$ cat src/design/capability_map_pkg.sv
// Constants for the host adapter register aperture: offsets, fields, defaults.
package capability_map_pkg;

    // Aperture layout, byte offsets relative to the memory base
    localparam logic [9:0]  GLOBAL_END       = 10'h023;
    localparam logic [9:0]  VENDOR_START     = 10'h0A0;
    localparam logic [9:0]  PORT_AREA_START  = 10'h100;
    localparam logic [9:0]  PORT_AREA_END    = 10'h2FF;
    localparam int          PORT_BLOCK_SHIFT = 7;       // 128-byte port blocks
    localparam int          BASE_LSB         = 10;      // base aligned to 1 KiB
    localparam int          NUM_PORTS        = 4;

    // Global register offsets
    localparam logic [9:0]  OFS_FEATURE      = 10'h000;
    localparam logic [9:0]  OFS_GCTRL        = 10'h004;
    localparam logic [9:0]  OFS_IRQ_STATUS   = 10'h008;
    localparam logic [9:0]  OFS_PRESENCE     = 10'h00C;
    localparam logic [9:0]  OFS_REVISION     = 10'h010;
    localparam logic [9:0]  OFS_CCC_CTRL     = 10'h014;
    localparam logic [9:0]  OFS_COALESCE_PORT_MASK    = 10'h018;
    localparam logic [9:0]  OFS_ENCLOSURE_MSG_LOCATION       = 10'h01C;
    localparam logic [9:0]  OFS_EM_CTRL      = 10'h020;

    // Offsets inside one port block for the upper pointer halves
    localparam logic [6:0]  OFS_LIST_UPPER   = 7'h04;
    localparam logic [6:0]  OFS_FIS_UPPER    = 7'h0C;

    // Feature word fields
    localparam logic [4:0]  PORT_COUNT_FIELD = 5'h03;   // four ports
    localparam logic        EXTERNAL_PORT    = 1'h0;
    localparam logic        ENCLOSURE_FLAG   = 1'h0;
    localparam logic        COALESCING_FLAG  = 1'h1;
    localparam logic [4:0]  SLOT_COUNT_FIELD = 5'h1F;   // thirty-two slots
    localparam logic        PARTIAL_CAPABLE  = 1'h1;
    localparam logic        SLUMBER_CAPABLE  = 1'h1;
    localparam logic        MULTI_BLOCK_PIO  = 1'h1;
    localparam logic        FRAME_SWITCHING  = 1'h0;
    localparam logic        MULTIPLIER_FLAG  = 1'h1;
    localparam logic        NATIVE_ONLY      = 1'h0;
    localparam logic        NONZERO_OFFSET   = 1'h0;
    localparam logic [3:0]  MAX_LINK_SPEED   = 4'h2;
    localparam logic        LIST_OVERRIDE    = 1'h1;
    localparam logic        ACTIVITY_LED     = 1'h1;
    localparam logic        AUTO_LINK_POWER  = 1'h1;
    localparam logic        STAGGERED_RESET  = 1'h0;
    localparam logic        PRESENCE_RESET   = 1'h1;
    localparam logic        NOTIFY_REGISTER  = 1'h1;
    localparam logic        NATIVE_QUEUING   = 1'h1;
    localparam logic        WIDE_ADDRESSING  = 1'h1;
    localparam int          STAGGERED_BIT    = 27;
    localparam int          PRESENCE_BIT     = 28;

    // Other global register contents
    localparam logic [31:0] PRESENCE_VALUE   = 32'h0000000F;
    localparam logic [31:0] REVISION_VALUE   = 32'h00010100;
    localparam int          GCTRL_RESET_BIT  = 0;
    localparam int          GCTRL_IRQ_BIT    = 1;
    localparam int          GCTRL_NATIVE_BIT = 31;
    localparam int          CCC_EN_BIT       = 0;
    localparam logic [4:0]  CCC_INT_VALUE    = 5'h1F;
    localparam logic [7:0]  CCC_CC_RESET     = 8'h01;
    localparam logic [15:0] CCC_TV_RESET     = 16'h0001;

endpackage : capability_map_pkg

$ cat src/design/upper_pointer_reg.sv
// Upper 32 address bits of one port pointer, writable only with wide addressing.
`timescale 1ns/100ps
`default_nettype none

module upper_pointer_reg
(
    // Clock and reset
    input  wire logic        clk,
    input  wire logic        rst_n,
    // Control
    input  wire logic        wide_enable,
    input  wire logic        write_en,
    input  wire logic [31:0] write_data,
    // Stored value
    output logic      [31:0] value
);

    logic [31:0] upper_q;

    always_ff @(posedge clk or negedge rst_n)
    begin
        if (!rst_n)
            upper_q <= 32'h00000000;
        else if (write_en && wide_enable)
            upper_q <= write_data;
    end

    assign value = wide_enable ? upper_q : 32'h00000000;

endmodule : upper_pointer_reg

`default_nettype wire

$ cat src/design/sata_host_capability_map.sv
// Memory-mapped global register aperture of the serial storage host adapter.
`timescale 1ns/100ps
`default_nettype none

// Overview of operation
// - Decode aperture from base: globals, vendor area, four 128-byte port blocks.
// - Global registers sit at 4-byte steps in the fixed documented order.
// - Feature bits 4:0 hold zero-based port count, default three.
// - Feature bits 12:8 hold zero-based slot count, thirty-two per port.
// - Feature bits 23:20 hold maximum link speed, default code two.
// - Bit 31 set makes upper pointer halves writable; clear means zero.
// - Enclosure flag bit 6 is zero, so enclosure registers are absent.
// - Coalescing flag bit 7 is one, so coalescing registers exist.
// - Bits 13 and 14 advertise partial and slumber power states.
// - Bit 15 set advertises multi-block programmed transfers.
// - Bit 17 set for command-switched multiplier, bit 16 clear.
// - Bit 18 clear: legacy task-file interface also offered.
// - Bit 19 reads zero, non-zero offsets not supported.
// - Bit 24 set advertises command-list override.
// - Bit 25 set; one activity output reflects any drive activity.
// - Bit 26 set; device requests low power for an idle port while the control native bit is set.
// - Bits 27 and 28 default zero and one; firmware may load them.
// - Bit 29 set advertises per-port notification register.
// - Bit 30 set advertises native command queuing.
module sata_host_capability_map
    import capability_map_pkg::*;
(
    // Clock and reset
    input  wire logic                 clk,
    input  wire logic                 rst_n,
    // Memory base register load
    input  wire logic                 base_wr,
    input  wire logic [31:0]          base_wdata,
    // Memory aperture access
    input  wire logic [31:0]          mem_addr,
    input  wire logic                 mem_rd,
    input  wire logic                 mem_wr,
    input  wire logic [31:0]          mem_wdata,
    output logic      [31:0]          mem_rdata_q,
    output logic                      mem_ack_q,
    // Firmware strap load for feature bits 27 and 28
    input  wire logic                 fw_load,
    input  wire logic                 fw_staggered,
    input  wire logic                 fw_presence,
    // Port status from the link side
    input  wire logic [NUM_PORTS-1:0] port_event,
    input  wire logic [NUM_PORTS-1:0] drive_active,
    input  wire logic [NUM_PORTS-1:0] port_idle,
    // Control outputs
    output logic      [31:0]          memory_base_q,
    output logic                      hba_reset_q,
    output logic                      irq_enable_q,
    output logic                      native_enable_q,
    output logic                      coalesce_enable_q,
    output logic      [NUM_PORTS-1:0] coalesce_ports_q,
    output logic                      activity_led_q,
    output logic      [NUM_PORTS-1:0] link_pm_req_q
);

    logic        staggered_q;
    logic        presence_q;
    logic [31:0] feature_word;
    logic [31:0] irq_status_q;
    logic [7:0]  ccc_count_q;
    logic [15:0] ccc_timeout_q;
    logic [31:0] ccc_ctrl_word;
    logic [31:0] gctrl_word;
    logic        hit;
    logic        in_global;
    logic [9:0]  offset;
    logic        in_ports;
    logic [1:0]  port_sel;
    logic [6:0]  port_ofs;
    logic [31:0] rdata_d;
    logic [31:0] list_upper [NUM_PORTS];
    logic [31:0] fis_upper  [NUM_PORTS];

    assign hit      = (mem_addr[31:BASE_LSB] == memory_base_q[31:BASE_LSB]);
    assign offset   = mem_addr[BASE_LSB-1:0];
    assign port_ofs = offset[PORT_BLOCK_SHIFT-1:0];

    // region decode in address order: globals, gap, vendor area, port blocks.
    // The gap, the vendor area and the top of the aperture hold no registers here.
    always_comb
    begin
        in_global = 1'b0;
        in_ports  = 1'b0;
        port_sel  = 2'b00;
        if (offset <= GLOBAL_END)
            in_global = 1'b1;
        else if (offset < VENDOR_START)
            in_global = 1'b0;               // Reserved gap after the globals
        else if (offset < PORT_AREA_START)
            in_global = 1'b0;               // Vendor area, nothing behind it
        else if (offset <= PORT_AREA_END)
        begin
            in_ports = 1'b1;
            // 128-byte blocks, so the block number sits just above the in-block offset
            port_sel = 2'((offset - PORT_AREA_START) >> PORT_BLOCK_SHIFT);
        end
        else
            in_ports = 1'b0;                // Above port three, reserved
    end

    always_ff @(posedge clk or negedge rst_n)
    begin
        if (!rst_n)
            memory_base_q <= 32'h00000000;
        else if (base_wr)
            memory_base_q <= {base_wdata[31:BASE_LSB], {BASE_LSB{1'b0}}};
    end

    // firmware loads spin-up and presence bits
    always_ff @(posedge clk or negedge rst_n)
    begin
        if (!rst_n)
        begin
            staggered_q <= STAGGERED_RESET;
            presence_q  <= PRESENCE_RESET;
        end
        else if (fw_load)
        begin
            staggered_q <= fw_staggered;
            presence_q  <= fw_presence;
        end
    end

    assign feature_word = {WIDE_ADDRESSING, NATIVE_QUEUING, NOTIFY_REGISTER,
                           presence_q, staggered_q, AUTO_LINK_POWER, ACTIVITY_LED,
                           LIST_OVERRIDE, MAX_LINK_SPEED, NONZERO_OFFSET,
                           NATIVE_ONLY, MULTIPLIER_FLAG, FRAME_SWITCHING,
                           MULTI_BLOCK_PIO, SLUMBER_CAPABLE, PARTIAL_CAPABLE,
                           SLOT_COUNT_FIELD, COALESCING_FLAG, ENCLOSURE_FLAG,
                           EXTERNAL_PORT, PORT_COUNT_FIELD};

    // Global control: adapter reset bit clears itself one cycle after it is set
    always_ff @(posedge clk or negedge rst_n)
    begin
        if (!rst_n)
        begin
            hba_reset_q     <= 1'b0;
            irq_enable_q    <= 1'b0;
            native_enable_q <= 1'b0;
        end
        else if (mem_wr && hit && offset == OFS_GCTRL)
        begin
            // writing zero to the reset bit has no effect
            hba_reset_q     <= mem_wdata[GCTRL_RESET_BIT];
            irq_enable_q    <= mem_wdata[GCTRL_IRQ_BIT];
            native_enable_q <= mem_wdata[GCTRL_NATIVE_BIT];
        end
        else
            hba_reset_q <= 1'b0;
    end

    assign gctrl_word = {native_enable_q, 28'h0000000, 1'b0, irq_enable_q, hba_reset_q};

    // Port event status, write one to clear; a new event wins over the clear
    always_ff @(posedge clk or negedge rst_n)
    begin
        if (!rst_n)
            irq_status_q <= 32'h00000000;
        else if (mem_wr && hit && offset == OFS_IRQ_STATUS)
            irq_status_q <= (irq_status_q & ~mem_wdata)
                            | {{(32-NUM_PORTS){1'b0}}, port_event};
        else
            irq_status_q <= irq_status_q | {{(32-NUM_PORTS){1'b0}}, port_event};
    end

    // coalescing registers present because the flag is set
    always_ff @(posedge clk or negedge rst_n)
    begin
        if (!rst_n)
        begin
            coalesce_enable_q <= 1'b0;
            ccc_count_q       <= CCC_CC_RESET;
            ccc_timeout_q     <= CCC_TV_RESET;
            coalesce_ports_q  <= '0;
        end
        else if (COALESCING_FLAG && mem_wr && hit)
        begin
            if (offset == OFS_CCC_CTRL)
            begin
                coalesce_enable_q <= mem_wdata[CCC_EN_BIT];
                ccc_count_q       <= mem_wdata[15:8];
                ccc_timeout_q     <= mem_wdata[31:16];
            end
            else if (offset == OFS_COALESCE_PORT_MASK)
            begin
                // Only implemented ports may join coalescing
                coalesce_ports_q <= mem_wdata[NUM_PORTS-1:0]
                                    & PRESENCE_VALUE[NUM_PORTS-1:0];
            end
        end
    end

    assign ccc_ctrl_word = {ccc_timeout_q, ccc_count_q, CCC_INT_VALUE, 2'b00,
                            coalesce_enable_q};

    genvar p;
    generate
        for (p = 0; p < NUM_PORTS; p++)
        begin : g_port
            upper_pointer_reg u_list_upper
            (
                .clk        (clk),
                .rst_n      (rst_n),
                .wide_enable(WIDE_ADDRESSING),
                .write_en   (mem_wr && hit && in_ports && port_sel == 2'(p)
                             && port_ofs == OFS_LIST_UPPER),
                .write_data (mem_wdata),
                .value      (list_upper[p])
            );
            upper_pointer_reg u_fis_upper
            (
                .clk        (clk),
                .rst_n      (rst_n),
                .wide_enable(WIDE_ADDRESSING),
                .write_en   (mem_wr && hit && in_ports && port_sel == 2'(p)
                             && port_ofs == OFS_FIS_UPPER),
                .write_data (mem_wdata),
                .value      (fis_upper[p])
            );
        end
    endgenerate

    // global read decode in fixed order
    always_comb
    begin
        rdata_d = 32'h00000000;
        if (!hit)
            rdata_d = 32'h00000000;
        else if (!in_global && !in_ports)
            rdata_d = 32'h00000000;
        else if (offset == OFS_FEATURE)
            rdata_d = feature_word;
        else if (offset == OFS_GCTRL)
            rdata_d = gctrl_word;
        else if (offset == OFS_IRQ_STATUS)
            rdata_d = irq_status_q;
        else if (offset == OFS_PRESENCE)
            rdata_d = PRESENCE_VALUE;
        else if (offset == OFS_REVISION)
            rdata_d = REVISION_VALUE;
        else if (offset == OFS_CCC_CTRL && COALESCING_FLAG)
            rdata_d = ccc_ctrl_word;
        else if (offset == OFS_COALESCE_PORT_MASK && COALESCING_FLAG)
            rdata_d = {{(32-NUM_PORTS){1'b0}}, coalesce_ports_q};
        // enclosure registers not implemented while flag clear
        else if ((offset == OFS_ENCLOSURE_MSG_LOCATION || offset == OFS_EM_CTRL) && !ENCLOSURE_FLAG)
            rdata_d = 32'h00000000;
        else if (in_ports && port_ofs == OFS_LIST_UPPER)
            rdata_d = list_upper[port_sel];
        else if (in_ports && port_ofs == OFS_FIS_UPPER)
            rdata_d = fis_upper[port_sel];
        // reserved, vendor and unimplemented offsets read zero
        else
            rdata_d = 32'h00000000;
    end

    // Read data registered; acknowledge one cycle after any access in the aperture
    always_ff @(posedge clk or negedge rst_n)
    begin
        if (!rst_n)
        begin
            mem_rdata_q <= 32'h00000000;
            mem_ack_q   <= 1'b0;
        end
        else
        begin
            mem_rdata_q <= mem_rd ? rdata_d : 32'h00000000;
            mem_ack_q   <= (mem_rd || mem_wr) && hit;
        end
    end

    // one activity pin for any drive
    always_ff @(posedge clk or negedge rst_n)
    begin
        if (!rst_n)
            activity_led_q <= 1'b0;
        else
            activity_led_q <= ACTIVITY_LED && (|drive_active);
    end

    // low-power request for each idle port while native mode is enabled
    always_ff @(posedge clk or negedge rst_n)
    begin
        if (!rst_n)
            link_pm_req_q <= '0;
        else
            link_pm_req_q <= (AUTO_LINK_POWER && native_enable_q)
                             ? (port_idle & PRESENCE_VALUE[NUM_PORTS-1:0]) : '0;
    end

endmodule : sata_host_capability_map

`default_nettype wire

$ cat config.mk
export PLATFORM = sky130hd
export DESIGN_NAME = sata_host_capability_map
export DESIGN_NICKNAME = d
export VERILOG_FILES = /design/src/design/capability_map_pkg.sv /design/src/design/upper_pointer_reg.sv /design/src/design/sata_host_capability_map.sv
export SDC_FILE = /design/constraint.sdc
export NUM_CORES = 1
export LEC_CHECK = 0
export BUFFER_PORTS_ARGS = -buffer_cell sky130_fd_sc_hd__buf_2
export CAP_MARGIN = 15
export CELL_PAD_IN_SITES_DETAIL_PLACEMENT = 1
export CELL_PAD_IN_SITES_GLOBAL_PLACEMENT = 1
export CORE_UTILIZATION = 40
export DETAILED_ROUTE_END_ITERATION = 6
export GPL_TIMING_DRIVEN = 0
export MAX_ROUTING_LAYER = met4
export PLACE_DENSITY_LB_ADDON = 0.1
export SYNTH_ARGS = -nofsm -noshare
export SYNTH_HDL_FRONTEND = slang
export SYNTH_SLANG_ARGS = --single-unit
$ cat constraint.sdc
create_clock -name clk -period 2.8 [get_ports clk]
set_clock_uncertainty 0.15 [all_clocks]
set_input_delay 0.28 -clock clk [delete_from_list [all_inputs] [get_ports clk]]
set_output_delay 0.28 -clock clk [all_outputs]
set_load 0.01 [all_outputs]
==> summary.md <==
| Metric | Value |
|---|---|
| Die Ht | `211 um` |
| Pre-antenna DRT Iters | `6` |
| Fin. Hold Viols | `0` |
| Slew Limit Fails | `0` |
| Area growth from synthesis to layout | `21.8%` |
| CTS Buf Count | `between 40 and 50` |
| Pre-CTS WS | `-0.942 ns` |
| CTS tree | `done` |
| Status | `finished clean` |
| Setup TNS | `0 ns` |
| Main flop type after synthesis | `dfrtp_1` |
| Most common cell after layout, fill and taps aside | `dfrtp_1` |
| Root Buffer | `clkbuf_16` |
| Effective utilization at floorplan | `about two fifths` |
| Initial drt markers | `904` |
| Synthesized area | `17400 um2` |
| CTS clock-pin slew for the worst setup and hold paths | `roughly 0.06 ns` |
| Post-synthesis compound-gate area fraction | `11.7%` |
| Nets | `1790` |
| Worst VDD drop | `0.435 mV` |
| Count of boundary I/O pins | `194` |
| Max cap viols | `0` |
| Vias/cell | `5.78` |
| P_leak | `10.1 nW` |
| Worst path cell trace | `buf_2, buf_2, nand2b_1, clkbuf_2, o21ai_0, a21oi_1, o211ai_1, a31oi_1` |
| PortBufs | `145` |
| Placed insts | `2148` |
| Synth Area in XOR/XNOR | `1.10%` |
| Worst setup EP type | `register` |
| Final WS setup | `0.107 ns` |
| PD cells | `just under 600 nW/um2` |
| Worst setup path class | `in -> reg` |
| DRC | `0` |
| CTS sink count | `382` |
| Largest net degree at the start of global routing | `120` |
| Max stage delay on crit path | `about 0.8 ns` |
| Synth cell types | `66` |
| Routed wl met3 | `3.73 mm` |
| Final GP Congestion | `0.878` |
| Detail Placement HPWL | `41.8 mm` |
| Post-layout instance area | `21200 um2` |
| Layout cells sized above 1 | `36.5%` |
| Met1 WL | `27.7 mm` |
| Slowest stage cell, crit path | `nand2b_1` |
| Critical Path RT | `3.08 ns` |
| Initial antenna violation count | `2` |
| Worst setup SP type | `input port` |
| Crit path max fanout | `10` |
| Post-placement cell area | `about 19000 um2` |
| Largest family of logic cells by synthesized area | `multiplexers` |
| Final hold slack | `0.00743 ns` |
| GRT Total Usage | `30.3%` |
| Routed wl met2 | `30.2 mm` |
| Fillers | `around 4500` |
| Vias in the first global route | `around 14000` |
| CORE AREA | `43100 um2` |
| Crit path time final | `2.69 ns` |
| Final period utilization | `96.2%` |
| #FFs+latches synth | `382` |
| Cells after Synth | `approximately 1400` |
| Final setup viols | `0` |
| Skew-Pair Late Insertion Delay | `0.58 ns` |
| Syn Area/Cell | `12.4 um2` |
| RSZ-0062 raised after global routing | `no` |
| Die area | `44400 um2` |
| Post-synthesis sequential area ratio | `54.8%` |
| Crit path top cell by count | `buf_2` |
| Post-synth EDFFs | `0` |
| Synth Area in Adders | `0%` |
| YS warnings | `0` |
| Relative max-transition margin | `20.5%` |
| Non-filler cells, final | `2291` |
| Row count | `76` |
| Routed WL | `63.8 mm` |
| Top Layer Used | `met4` |
| Die width | `211 um` |
| Most frequent cells in the layout | `379 x dfrtp_1, 272 x mux2_2, 177 x buf_2, 76 x a21oi_1, 58 x dlygate4sd3_1` |
| Worst Max-Slew Pin Slew | `about 1.2 ns` |
| Fmax | `371 MHz` |
| Detail Route Antenna Nets | `0` |
| Mux cell area share after synthesis | `around 21%` |
| First-pass GRT wire length | `94.4 mm` |
| CTS max path bufs | `3` |
| Routed vias | `13200` |
| Type of the tightest min-delay check | `in -> reg` |
| Post-Synth Simple-Gate Area | `7.20%` |
| Critical path arrival | `2.97 ns` |
| GRT Residual Overflow | `0` |
| Routed length per instance | `27.9 um` |
| Async SR Flop Fraction | `100%` |
| H-tree lvl count | `2` |
==> cells in the mapped netlist, types with 22 or more instances <==
cell,instances,share of area (%)
o211ai_1,26,1.1
nor2_1,32,0.69
mux2_2,272,18
o22ai_1,29,1.0
a21boi_0,28,1.2
o21ai_0,30,0.86
dfrtp_1,379,54
nand2_1,53,1.1
nand3_1,28,0.80
nor3_1,22,0.63
a31oi_1,32,1.1
buf_1,29,0.62
a22oi_1,29,1.2
buf_2,36,1.0
clkbuf_1,53,1.1
a21oi_1,77,2.2
==> through the flow <==
stage	total power, mW	utilization (%)
after global placement	6.51	43.9
final	12.4	49.3
after detailed placement	6.54	44.2
after global routing	12.8	49.3
after floorplan	6.06	-
after CTS	12.5	49.2
==> critical path, delay by kind of cell <==
kind	cells	cell delay, ns
compound gates	4	1.00
simple gates	1	0.79
buf+inv	3	0.88
==> flip-flops by register name, indices dropped and copies added (netlist names) <==
| register | cells |
|---|---|
| activity_led_q | 1 |
| ccc_count_q | 8 |
| ccc_timeout_q | 16 |
| coalesce_enable_q | 1 |
| coalesce_ports_q | 4 |
| g_port.u_fis_upper.upper_q | 128 |
| g_port.u_list_upper.upper_q | 128 |
| hba_reset_q | 1 |
| irq_enable_q | 1 |
| irq_status_q | 32 |
| link_pm_req_q | 4 |
| mem_ack_q | 1 |
| mem_rdata_q | 32 |
| memory_base_q | 22 |
| native_enable_q | 1 |
| presence_q | 1 |
| staggered_q | 1 |
==> cells by family (layout without fill, tap and decap cells) <==
kind of cell,after synthesis,in the layout
and+or+nand+nor,219,219
muxes,316,316
buffers and inverters,156,448
other,1,11
AOI/OAI and AO/OA,309,309
DFF,382,382
xor gates and xnor gates,21,21
==> metal layers <==
layer,vias to the layer above,global-route usage [%]
met4,0,11.7
met2,432,47.1
met5,-,-
met1,7000,39.5
li1,5673,-
met3,133,5.53
==> layout make-up <==
class / count / area [um2] / share of cell area [%]
Sequential cell: 382 / 9560 / 45.0
Multi-Input combinational cell: 875 / 7200 / 33.9
Timing Repair Buffer: 219 / 1520 / 7.18
Clock buffer: 61 / 1260 / 5.92
Tap cell: 585 / 732 / 3.45
Buffer: 139 / 709 / 3.34
Clock inverter: 15 / 193 / 0.908
Inverter: 14 / 52.6 / 0.248
Antenna cell: 1 / 2.50 / 0.0118
==> repair_timing <==
item                                   4_1_cts  5_1_grt
pin swaps                                    4        1
hold buffers                                58        0
setup buffers                               10        1
setup endpoints to repair                   49       49
endpoints found under the hold margin      158        0
gates resized for setup                      8       18
==> power breakdown <==
part	internal [mW]	leakage [nW]	switching, mW	total, mW
logic	0.308	4.15	0.623	0.931
clock network	3.49	0.717	2.35	5.85
registers	5.56	5.25	0.0320	5.59
total	9.36	10.1	3.01	12.4
==> final timing paths <==
check	startpoint	to	slack, ns	cells past startpoint
setup / recovery	mem_addr[9]	mem_rdata_q[9]	0.11	8
hold / removal	mem_wdata[26]	irq_status_q[26]	0.007	2
setup reg to reg	memory_base_q[31]	ccc_count_q[5]	0.14	8
hold reg to reg	g_port[1].u_fis_upper.upper_q[2]	g_port[1].u_fis_upper.upper_q[2]	0.34	1
max in group asynchronous	rst_n	g_port[2].u_fis_upper.upper_q[10]	0.79	4
min in group asynchronous	rst_n	mem_rdata_q[17]	0.11	2
(Power assumes the default switching activity.)
